### config.mk
export PLATFORM = sky130hd
export DESIGN_NAME = tcc_top
export DESIGN_NICKNAME = d
export VERILOG_FILES = /design/src/hdl/tcc_channel.v /design/src/hdl/tcc_top.v
export VERILOG_INCLUDE_DIRS = /design/src /design/src/shared
export SDC_FILE = /design/constraint.sdc
export NUM_CORES = 1
export LEC_CHECK = 0
export ABC_CLOCK_PERIOD_IN_PS = 4000
export BUFFER_PORTS_ARGS = -buffer_cell sky130_fd_sc_hd__buf_2
export CAP_MARGIN = 0
export CELL_PAD_IN_SITES_DETAIL_PLACEMENT = 1
export CELL_PAD_IN_SITES_GLOBAL_PLACEMENT = 1
export CORE_MARGIN = 2
export CORE_UTILIZATION = 53
export CTS_BUF_LIST = sky130_fd_sc_hd__clkbuf_4
export DETAILED_ROUTE_END_ITERATION = 8
export GPL_TIMING_DRIVEN = 0
export PLACE_DENSITY = 0.89
export REMOVE_ABC_BUFFERS = 1
export SLEW_MARGIN = 20
export SYNTH_ARGS = -nofsm -noshare
export SYNTH_HDL_FRONTEND = slang
export SYNTH_SLANG_ARGS = --single-unit
export TNS_END_PERCENT = 10
### constraint.sdc
create_clock -name clk -period 4 [get_ports clk]
set_input_delay 0.2 -clock clk [delete_from_list [all_inputs] [get_ports clk]]
set_output_delay 0.2 -clock clk [all_outputs]
set_load 0.02 [all_outputs]
### src/shared/tcc_defs.vh
// constants for the two-channel capture/compare block
// assumes byte-wide register port with 3-bit address
`ifndef TCC_DEFS_VH
`define TCC_DEFS_VH

// register offsets
`define TCC_OFS_CH0_CTRL   3'h0
`define TCC_OFS_CH0_HI     3'h1
`define TCC_OFS_CH0_LO     3'h2
`define TCC_OFS_CH1_CTRL   3'h3
`define TCC_OFS_CH1_HI     3'h4
`define TCC_OFS_CH1_LO     3'h5
`define TCC_OFS_TIMER_CTRL 3'h6
`define TCC_OFS_MOD_HI     3'h7

// control/status field positions
`define TCC_BIT_FLAG   7
`define TCC_BIT_IE     6
`define TCC_BIT_MSB    5
`define TCC_BIT_MSA    4
`define TCC_BIT_ELSB   3
`define TCC_BIT_ELSA   2
`define TCC_BIT_TOV    1
`define TCC_BIT_MAX    0

// timer control fields
`define TCC_BIT_HALT   7
`define TCC_BIT_CLEAR  6

// reset values
`define TCC_CTRL_RST   8'h00
`define TCC_TCTRL_RST  8'h80
`define TCC_MOD_RST    16'hffff

`endif

### src/hdl/tcc_channel.v
// one capture/compare channel: mode decode, flag, value, pin
// assumes count, wrap pulse and bus strobes on clk
`timescale 1ns/10ps
`include "tcc_defs.vh"

module tcc_channel
(
  // clock and reset
  input  wire        clk,
  input  wire        sys_rst,
  // timer state
  input  wire [15:0] count,
  input  wire        wrap,
  input  wire        halt,
  input  wire        buffered,
  input  wire [15:0] buf_value,
  input  wire        enable,
  // control register fields
  input  wire [7:0]  ctrl,
  // flag handling
  input  wire        ctrl_rd,
  input  wire        ctrl_wr,
  input  wire        flag_wdata,
  // value access
  input  wire        hi_rd,
  input  wire        lo_rd,
  input  wire        hi_wr,
  input  wire        lo_wr,
  input  wire [7:0]  wdata,
  // pin
  input  wire        pin_in,
  output reg         pin_out,
  output reg         pin_oe,
  // status
  output reg         flag,
  output reg  [15:0] value
);

  // ***********************************
  // mode decode
  // ***********************************
  wire [1:0] els       = {ctrl[`TCC_BIT_ELSB], ctrl[`TCC_BIT_ELSA]};
  wire       connected = enable && (els != 2'b00);
  // compare selected even with edge field zero: flag only, pin left alone
  wire       cmp_sel   = enable && (ctrl[`TCC_BIT_MSA] || (buffered && connected));
  wire       cmp_mode  = connected && cmp_sel;
  wire       cap_mode  = connected && !cmp_sel;
  wire       tov       = ctrl[`TCC_BIT_TOV];

  reg        pin_d_reg;
  reg        armed_reg;
  reg        cap_block_reg;
  reg        cmp_block_reg;
  reg        max_reg;
  reg        pin_next;

  wire [15:0] target  = buffered ? buf_value : value;
  wire        rise    = pin_in && !pin_d_reg;
  wire        fall    = !pin_in && pin_d_reg;
  wire        edge_ok = (els == 2'b01) ? rise : (els == 2'b10) ? fall : (rise | fall);
  wire        capture = cap_mode && edge_ok && !cap_block_reg && !halt;
  wire        match   = cmp_sel && (count == target) && !cmp_block_reg;
  wire        event_s = capture || match;

  // ***********************************
  // output pin action
  // ***********************************
  always @*
  begin
    pin_next = pin_out;
    if (!connected)
      pin_next = !ctrl[`TCC_BIT_MSA];
    else if (cmp_mode)
    begin
      if (tov && wrap)
        pin_next = max_reg ? 1'b1 : !pin_out;
      else if (match && !(tov && max_reg))
      begin
        case (els)
          2'b01:   pin_next = !pin_out;
          2'b10:   pin_next = 1'b0;
          2'b11:   pin_next = 1'b1;
          default: pin_next = pin_out;
        endcase
      end
    end
  end

  always @(posedge clk)
  begin
    pin_d_reg <= pin_in;
    if (sys_rst)
    begin
      flag          <= 1'b0;
      armed_reg     <= 1'b0;
      cap_block_reg <= 1'b0;
      cmp_block_reg <= 1'b0;
      max_reg       <= 1'b0;
      pin_out       <= 1'b1;
      pin_oe        <= 1'b0;
    end
    else
    begin
      pin_out <= pin_next;
      pin_oe  <= cmp_mode;
      if (wrap)
        max_reg <= ctrl[`TCC_BIT_MAX];
      // flag: event wins over the clear write
      if (event_s)
      begin
        flag      <= 1'b1;
        armed_reg <= 1'b0;
      end
      else if (ctrl_wr && !flag_wdata && armed_reg)
      begin
        flag      <= 1'b0;
        armed_reg <= 1'b0;
      end
      else if (ctrl_rd && flag)
        armed_reg <= 1'b1;
      // byte latching
      if (lo_rd)
        cap_block_reg <= 1'b0;
      else if (hi_rd && cap_mode)
        cap_block_reg <= 1'b1;
      if (lo_wr)
        cmp_block_reg <= 1'b0;
      else if (hi_wr && cmp_sel)
        cmp_block_reg <= 1'b1;
    end
  end

  // value has no reset value
  always @(posedge clk)
  begin
    if (capture)
      value <= count;
    else
    begin
      if (hi_wr)
        value[15:8] <= wdata;
      if (lo_wr)
        value[7:0] <= wdata;
    end
  end

endmodule // tcc_channel

### src/hdl/tcc_top.v
// two-channel capture/compare/pwm unit with its timer counter
// assumes synchronous pins and a one-cycle register port
//
// Overview of operation
// - capture sets flag and loads count
// - compare match sets channel flag
// - flag clears by read-then-write zero only
// - writing one ignored; reset clears flag
// - irq while enable and flag set
// - buffered select only in channel zero
// - buffered mode disables channel one
// - unbuffered select picks compare or capture
// - edge field zero: select sets preset level
// - capture edge rising, falling or both
// - compare action none, toggle, low, high
// - edge field zero disconnects pin
// - toggle on wrap in compare mode
// - wrap action beats compare action
// - full duty forced from next period
// - high byte read blocks captures
// - high byte write blocks matches
// - value registers read/write, no reset
// - wrap at modulo, restart from zero
// - halt inhibits captures
`timescale 1ns/10ps
`include "tcc_defs.vh"

module tcc_top
(
  // clock and reset
  input  wire       clk,
  input  wire       sys_rst,
  // register port
  input  wire [2:0] reg_addr,
  input  wire [7:0] reg_wdata,
  input  wire       reg_wr,
  input  wire       reg_rd,
  output reg  [7:0] reg_rdata,
  // modulo low byte port
  input  wire [7:0] mod_lo_wdata,
  input  wire       mod_lo_wr,
  // channel pins
  input  wire       chan0_pin_in,
  output reg        chan0_pin_out,
  output reg        chan0_pin_oe,
  input  wire       chan1_pin_in,
  output reg        chan1_pin_out,
  output reg        chan1_pin_oe,
  // interrupt requests
  output reg        chan0_irq,
  output reg        chan1_irq
);

  // ***********************************
  // registers
  // ***********************************
  reg  [7:0]  ctrl0_reg;
  reg  [7:0]  ctrl1_reg;
  reg  [7:0]  tctrl_reg;
  reg  [15:0] count_reg;
  reg  [15:0] mod_reg;
  reg         mod_block_reg;
  reg         sel1_reg;

  wire        buffered = ctrl0_reg[`TCC_BIT_MSB];
  wire        halt     = tctrl_reg[`TCC_BIT_HALT];
  wire        wrap     = !halt && (count_reg == mod_reg) && !mod_block_reg;
  wire        flag0;
  wire        flag1;
  wire [15:0] value0;
  wire [15:0] value1;
  wire        p0_out;
  wire        p0_oe;
  wire        p1_out;
  wire        p1_oe;
  wire [15:0] buf_value = sel1_reg ? value1 : value0;

  wire wr_c0  = reg_wr && (reg_addr == `TCC_OFS_CH0_CTRL);
  wire wr_c1  = reg_wr && (reg_addr == `TCC_OFS_CH1_CTRL) && !buffered;
  wire rd_c0  = reg_rd && (reg_addr == `TCC_OFS_CH0_CTRL);
  wire rd_c1  = reg_rd && (reg_addr == `TCC_OFS_CH1_CTRL);
  wire wr_tc  = reg_wr && (reg_addr == `TCC_OFS_TIMER_CTRL);
  wire wr_mh  = reg_wr && (reg_addr == `TCC_OFS_MOD_HI);

  // ***********************************
  // counter and modulo
  // ***********************************
  always @(posedge clk)
  begin
    if (sys_rst)
    begin
      tctrl_reg     <= `TCC_TCTRL_RST;
      count_reg     <= 16'h0000;
      mod_reg       <= `TCC_MOD_RST;
      mod_block_reg <= 1'b0;
      sel1_reg      <= 1'b0;
    end
    else
    begin
      if (wr_tc)
        tctrl_reg <= {reg_wdata[`TCC_BIT_HALT], 7'h00};
      if (wr_tc && reg_wdata[`TCC_BIT_CLEAR])
        count_reg <= 16'h0000;
      else if (wrap)
        count_reg <= 16'h0000;
      else if (!halt)
        count_reg <= count_reg + 16'h0001;
      if (wr_mh)
      begin
        mod_reg[15:8] <= reg_wdata;
        mod_block_reg <= 1'b1;
      end
      if (mod_lo_wr)
      begin
        mod_reg[7:0]  <= mod_lo_wdata;
        mod_block_reg <= 1'b0;
      end
      if (!buffered)
        sel1_reg <= 1'b0;
      else if (wrap)
        sel1_reg <= !sel1_reg;
    end
  end

  // ***********************************
  // control registers
  // ***********************************
  always @(posedge clk)
  begin
    if (sys_rst)
    begin
      ctrl0_reg <= `TCC_CTRL_RST;
      ctrl1_reg <= `TCC_CTRL_RST;
    end
    else
    begin
      if (wr_c0)
        ctrl0_reg <= {1'b0, reg_wdata[6:0]};
      if (wr_c1)
        ctrl1_reg <= {1'b0, reg_wdata[6], 1'b0, reg_wdata[4:0]};
      else if (buffered)
        ctrl1_reg[`TCC_BIT_IE] <= 1'b0;
    end
  end

  // ***********************************
  // channels
  // ***********************************
  tcc_channel u_chan0
  (
    .clk        (clk),
    .sys_rst    (sys_rst),
    .count      (count_reg),
    .wrap       (wrap),
    .halt       (halt),
    .buffered   (buffered),
    .buf_value  (buf_value),
    .enable     (1'b1),
    .ctrl       (ctrl0_reg),
    .ctrl_rd    (rd_c0),
    .ctrl_wr    (wr_c0),
    .flag_wdata (reg_wdata[`TCC_BIT_FLAG]),
    .hi_rd      (reg_rd && (reg_addr == `TCC_OFS_CH0_HI)),
    .lo_rd      (reg_rd && (reg_addr == `TCC_OFS_CH0_LO)),
    .hi_wr      (reg_wr && (reg_addr == `TCC_OFS_CH0_HI)),
    .lo_wr      (reg_wr && (reg_addr == `TCC_OFS_CH0_LO)),
    .wdata      (reg_wdata),
    .pin_in     (chan0_pin_in),
    .pin_out    (p0_out),
    .pin_oe     (p0_oe),
    .flag       (flag0),
    .value      (value0)
  );

  tcc_channel u_chan1
  (
    .clk        (clk),
    .sys_rst    (sys_rst),
    .count      (count_reg),
    .wrap       (wrap),
    .halt       (halt),
    .buffered   (1'b0),
    .buf_value  (value1),
    .enable     (!buffered),
    .ctrl       (ctrl1_reg),
    .ctrl_rd    (rd_c1),
    .ctrl_wr    (wr_c1),
    .flag_wdata (reg_wdata[`TCC_BIT_FLAG]),
    .hi_rd      (reg_rd && (reg_addr == `TCC_OFS_CH1_HI)),
    .lo_rd      (reg_rd && (reg_addr == `TCC_OFS_CH1_LO)),
    .hi_wr      (reg_wr && (reg_addr == `TCC_OFS_CH1_HI)),
    .lo_wr      (reg_wr && (reg_addr == `TCC_OFS_CH1_LO)),
    .wdata      (reg_wdata),
    .pin_in     (chan1_pin_in),
    .pin_out    (p1_out),
    .pin_oe     (p1_oe),
    .flag       (flag1),
    .value      (value1)
  );

  // ***********************************
  // outputs and read data
  // ***********************************
  always @(posedge clk)
  begin
    if (sys_rst)
    begin
      reg_rdata     <= 8'h00;
      chan0_pin_out <= 1'b1;
      chan0_pin_oe  <= 1'b0;
      chan1_pin_out <= 1'b1;
      chan1_pin_oe  <= 1'b0;
      chan0_irq     <= 1'b0;
      chan1_irq     <= 1'b0;
    end
    else
    begin
      chan0_pin_out <= p0_out;
      chan0_pin_oe  <= p0_oe;
      chan1_pin_out <= p1_out;
      chan1_pin_oe  <= p1_oe;
      chan0_irq     <= flag0 && ctrl0_reg[`TCC_BIT_IE];
      chan1_irq     <= flag1 && ctrl1_reg[`TCC_BIT_IE] && !buffered;
      reg_rdata     <= 8'h00;
      if (reg_rd)
      begin
        case (reg_addr)
          `TCC_OFS_CH0_CTRL:   reg_rdata <= {flag0, ctrl0_reg[6:0]};
          `TCC_OFS_CH0_HI:     reg_rdata <= value0[15:8];
          `TCC_OFS_CH0_LO:     reg_rdata <= value0[7:0];
          `TCC_OFS_CH1_CTRL:   reg_rdata <= {flag1, ctrl1_reg[6:0]};
          `TCC_OFS_CH1_HI:     reg_rdata <= value1[15:8];
          `TCC_OFS_CH1_LO:     reg_rdata <= value1[7:0];
          `TCC_OFS_TIMER_CTRL: reg_rdata <= tctrl_reg;
          `TCC_OFS_MOD_HI:     reg_rdata <= mod_reg[15:8];
          default:             reg_rdata <= 8'h00;
        endcase
      end
    end
  end

endmodule // tcc_top

# After elaboration in Yosys (flattened, before gate mapping)
# Cells that the tools add are included.
dict set report word_totals {
  input_bits 26
  mem_bits_ro 0
  output_inout_bits 14
  reg_bits 110
  memories 0
  ramBits 0
  latch_bits 0
  elab_cells 198
}
dict set report op_classes {
  n_mul 0
  n_bitwise 4
  mux 31
  n_addsub 1
  div 0
  n_shift 0
  reduce_logical 104
  magnitude_cmp 0
  n_eq_ne 22
}
# operator n
set ops {}
lappend ops {{$mux 16} 4}
lappend ops {{$pmux 8 s8} 1}
lappend ops {{$logic_and 1x1->1} 58}
lappend ops {{$eq 16x16->1} 3}
lappend ops {{$mux 8} 4}
lappend ops {{$logic_not 1->1} 21}
lappend ops {{$mux 1} 20}
lappend ops {{$reduce_bool 2->1} 9}
lappend ops {{$add 16x1->16 const B} 1}
lappend ops {{$reduce_or 2->1} 7}
lappend ops {{$eq 3x3->1 const B} 4}
lappend ops {{$ne 5x5->1 const B} 2}
lappend ops {{$reduce_or 3->1} 3}
lappend ops {{$eq 2x2->1 const B} 4}
lappend ops {{$eq 3x2->1 const B} 2}
lappend ops {{$ne 3x3->1 const B} 2}
lappend ops {{$pmux 1 s3} 2}
lappend ops {{$reduce_and 3->1} 2}
lappend ops {{$eq 2x1->1 const B} 2}
lappend ops {{$ne 2x2->1 const B} 2}
lappend ops {{$eq 3x1->1 const B} 1}
lappend ops {{$logic_not 3->1} 1}
lappend ops {{$logic_or 1x1->1} 3}
lappend ops {{$not 1->1} 2}
lappend ops {{$or 1x1->1} 2}

# Depth between registers and ports, before layout
dict set report logic_depth {
  word_depth 10
  mapped_depth 10
  mapped_depth_nobuf 9
}

# Cells and area by module
# A second synthesis with hierarchy kept.
dict set report hier_totals {
  hier_cells 615
  hier_area_um2 6173.4
}
# module n_inst area_each_um2 cells_per_inst seq_area_each_um2
set modules_own_cells {}
lappend modules_own_cells {tcc_top 1 3115.5 359 1241.2}
lappend modules_own_cells {tcc_channel 2 1529.0 128 640.6}

# Worst setup path after synthesis
# Ideal clock, no wire load.
dict set report synth_timing {
  kind {register to register}
  from {reg ctrl0_reg[5]}
  to {reg u_chan1.value[10], enable pin}
  n_path_buf 3
  setup_slack_ns 1.963
  stages_incl_launch_ff 8
  required_ns 3.616
  setup_time_ns 0.384
  arrival_ns 1.653
  synth_period_minus_slack_ns 2.037
  path_cell_list {dfxtp_1 > buf_6 > buf_4 > or2_2 > nor2_1 > nand3_1 > clkbuf_1 > o21ai_0}
}
dict set report synth_via {
  elab_chain_len 8
  elab_cells_between_ends 9
  classes_between {reduce/logical (9)}
}
# item line
set synth_lines {}
lappend synth_lines {{start, declared} tcc_top.v:57} ;# reg [7:0] ctrl0_reg;
lappend synth_lines {{start signal, assigned} tcc_top.v:132} ;# ctrl0_reg <= `TCC_CTRL_RST;
lappend synth_lines {{start signal, assigned} tcc_top.v:138} ;# ctrl0_reg <= {1'b0, reg_wdata[6:0]};
lappend synth_lines {{$logic_not 1->1 (*)} tcc_top.v:184} ;# .enable (!buffered),
lappend synth_lines {{$logic_and 1x1->1} tcc_channel.v:45} ;# wire cmp_sel = enable && (ctrl[`TCC_BIT_MSA] || (buffered && connected));
lappend synth_lines {{$logic_not 1->1} tcc_channel.v:47} ;# wire cap_mode = connected && !cmp_sel;
lappend synth_lines {{$logic_and 1x1->1 (*)} tcc_channel.v:47}
lappend synth_lines {{$logic_and 1x1->1 (*) (3 in a row)} tcc_channel.v:61} ;# wire capture = cap_mode && edge_ok && !cap_block_reg && !halt;
lappend synth_lines {{$reduce_bool 2->1 (no source line) (*)} -}
lappend synth_lines {{end signal, assigned} tcc_channel.v:137} ;# value <= count;
lappend synth_lines {{end signal, assigned} tcc_channel.v:141} ;# value[15:8] <= wdata;
lappend synth_lines {{end, declared} tcc_channel.v:36} ;# output reg [15:0] value
# Every way passes the cells marked *; elsewhere a longest branch is shown, timed or not.
# A chain may end at the register's enable or synchronous reset.

# Worst setup path after layout
dict set report layout_timing {
  from {reg ctrl0_reg[5]}
  to {reg u_chan1.value[14], enable pin}
}
# The elaborated chain is that of the path after synthesis.

==> flow_metrics.py <==
metrics = {
    "synth": {
        "synth_seq_area_share": 0.426,
        "synth-seq-cells": 110,
        "ys.flop_type": "dfxtp_1",
        "synth_warnings": 0,
        "syn-mean-instance-area_um2": 9.53,
        "post_synth_num_cell_types": 67,
        "synth_cells": 621,
        "synth_area_um2": 5920,
        "synth_edf_count": 32,
        "async_reset_ff_frac": 0,
    },
    "worst_setup_path": {
        "worst-endpoint-required_ns": 4.23,
        "critPathKind": "reg -> reg",
        "reg2regPathDepth": 5,
        "reg2reg_slack_ns": 0.85,
        "start_kind": "flip-flop",
        "reg2reg_to": "u_chan1.value[14]",
        "arrival_ns": 3.39,
        "cp_max_fo": 21,
        "critPathCaptureType": "flip-flop",
        "worst_r2r_startpoint": "ctrl0_reg[5]",
    },
    "cells_and_area": {
        "final_nets": 674,
        "stdcell_count": 788,
        "drive_gt1_frac": 0.170,
        "diodes": 0,
        "area_growth_pct": 7.90,
    },
    "detailed_routing": {
        "routed_wl_um": 19000,
        "routedWlPerCell_um": 24.1,
        "first_pass_iters": 4,
        "drt_iter0_drc": 498,
        "vias": 4921,
        "remaining_drc_errors": 0,
        "vias_per_cell": 6.24,
        "postRouteAntennaNets": 0,
    },
    "clock_tree": {
        "clk_latency_ns": 0.53,
        "tritoncts": "built",
        "clock-root-buffer": "clkbuf_4",
        "cts_hold_buf": 14,
        "h-tree-depth": 3,
        "cts-resized-gates": 0,
        "cts_num_sinks": 110,
        "cts_setup_buffers": 0,
        "clk_path_buf_depth": 2,
        "numCtsBuffers": 9,
        "clk_pin_slew_ns": 0.18,
    },
    "power": {
        "seq_power_share": 0.586,
        "power.leakage_nw": 2.40,
        "totalPowerFinal_w": 0.00204,
        "combPwrFrac": 0.100,
        "clkPwrFrac": 0.314,
        "p_switching_w": 0.000538,
        "power.internal_w": 0.00150,
        "power_density_nw_per_um2": 320,
        "irDropWorstVdd_uv": 263,
        "swShare": 0.264,
    },
    "global_routing": {
        "grt_max_degree": 38,
        "grt_overflow": 0,
        "grt_pass1_wl_um": 29400,
        "grt_usage": 0.337,
        "grt_pass1_vias": 5110,
        "antenna_found_initial": 0,
    },
    "placement": {
        "dp_slack_ns": 0.950,
        "place.gp.congestion": 0.936,
        "dp_hpwl_um": 13400,
        "io_buffers": 39,
        "dp_cells": 758,
    },
    "min_path": {
        "worstHoldStart": "reg_wdata[4]",
        "hold_path_end": "ctrl0_reg[4]",
        "min_path_cells": 3,
        "hold_class": "in -> reg",
    },
    "timing": {
        "worst_pin_slew_ns": 1.12,
        "slew_headroom": 0.254,
        "period_share": 0.789,
        "min_period_ns": 3.15,
        "fin_skew_ns": 0.0238,
        "setup_viol": 0,
        "finalWorstSetupSlack_ns": 0.846,
        "hold_ws_ns": 0.0240,
        "rsz0062_at_grt": "false",
        "hold_viol": 0,
        "slew_violations": 0,
        "max_freq_mhz": 317,
    },
    "die": {
        "start_util": 0.544,
        "ioPinCount": 40,
        "core_um2": 10900,
        "die_y_um": 110,
        "num_rows": 38,
        "die_w_um": 110,
        "die_area_um2": 12000,
    },
    "flow_run": {
        "drv_cap": 0,
    },
    "outcome": {
        "outcome": "finished, final reports clean",
    },
}
[how the worst max path moves through the flow]
stage	cells after the start	end	from	slack, ns
5_1_grt	4	u_chan1.value[6]	ctrl0_reg[5]	0.68
4_1_cts	4	u_chan1.value[6]	ctrl0_reg[5]	0.93
2_1_floorplan	7	u_chan0.value[0]	u_chan0.pin_d_reg	0.49
6_report	5	u_chan1.value[14]	ctrl0_reg[5]	0.85
3_3_place_gp	4	u_chan0.value[3]	ctrl0_reg[5]	-1.27
3_5_place_dp	4	u_chan1.value[5]	ctrl0_reg[5]	0.95
[kinds of logic after synthesis]
logic type	synth area share
AO/OA/AOI/OAI	0.111
multiplexers	0.145
flip-flops	0.426
AND/OR/NAND/NOR	0.177
XOR/XNOR	0.0784
adder cells (fa/ha/maj)	0.0106
buffers and inverters	0.0520
[synthesized netlist by cell type (3+ instances only)]
master,count,area (um2)
mux2i_1,43,430
clkbuf_1,16,60.1
nand2b_1,11,68.8
buf_2,21,105
nor3_1,13,65.1
a311oi_1,3,26.3
a221oi_1,3,26.3
edfxtp_1,32,961
and3_1,4,25.0
xor2_1,13,114
buf_1,4,15.0
dfxtp_1,78,1560
or3_1,3,18.8
nor2_1,58,218
nand2_1,59,221
xnor2_1,40,350
inv_1,19,71.3
a211oi_1,3,22.5
nand3_1,14,70.1
a21oi_1,32,160
ha_1,5,62.6
o21ai_0,20,100
o22ai_1,5,31.3
nor2b_1,13,81.3
mux2_2,34,383
nand4_1,13,81.3
buf_6,4,45.0
nor3b_1,3,22.5
a31oi_1,4,25.0
[cell type report]
class | instances | area [um2]
multi-input cells | 445 | 3100
repair buffers | 57 | 360
clock buffers | 9 | 67.6
well taps | 140 | 175
clock inverters | 7 | 88.8
flip-flops and latches | 110 | 2520
fillers | 1250 | 4500
inverters | 20 | 75.1
[worst max-delay path, cell delays in order (launching register included)]
cell and delay [ns]:
dfxtp_1 0.58, or2_2 0.44, nor2_1 0.14, nand3_1 0.80, o21ai_1 0.64, buf_4 0.27
[power groups by stage]
stage	logic [W]	registers (W)	clock network (W)
global placement	0.000177	0.00122	0
floorplan	0.000100	0.00122	0
detailed placement	0.000186	0.00122	0
global route	0.000221	0.00120	0.000688
finish	0.000204	0.00120	0.000641
CTS	0.000199	0.00120	0.000641
[placed cells by master, fill, tap and decap left out, types with 3 or more instances in the layout]
cell,count
nor4_2,3
nor2b_1,13
nand2_1,59
o22ai_1,5
nor3b_1,3
or3_1,3
nor3_1,13
clkinv_2,4
xor2_1,13
nand2b_1,11
o21ai_0,19
nand4_1,13
xnor2_1,40
nor2_1,57
edfxtp_1,32
nand3_1,14
inv_1,19
dlygate4sd3_1,14
clkbuf_4,9
a31oi_1,4
ha_1,5
mux2_2,34
a221oi_1,3
a21oi_1,32
buf_2,41
a211oi_1,3
a311oi_1,3
mux2i_1,43
and3_1,4
dfxtp_1,78
[metal layers]
layer | track usage | wire [um] | part of all wire
met4 | 0.171 | 757 | 0.040
met5 | 0 | 0 | 0
met2 | 0.525 | 8890 | 0.47
met3 | 0.0741 | 1340 | 0.070
met1 | 0.441 | 7970 | 0.42
[per-stage QoR]
stage	util	area, um2	TNS, ns
after detailed placement	0.559	6090	0
after floorplan	-	5690	0
after global placement	0.556	6060	-36.05
final	0.587	6390	0
after global routing	0.587	6390	0
after CTS	0.587	6390	0
Power figures use the tool's default switching activity.
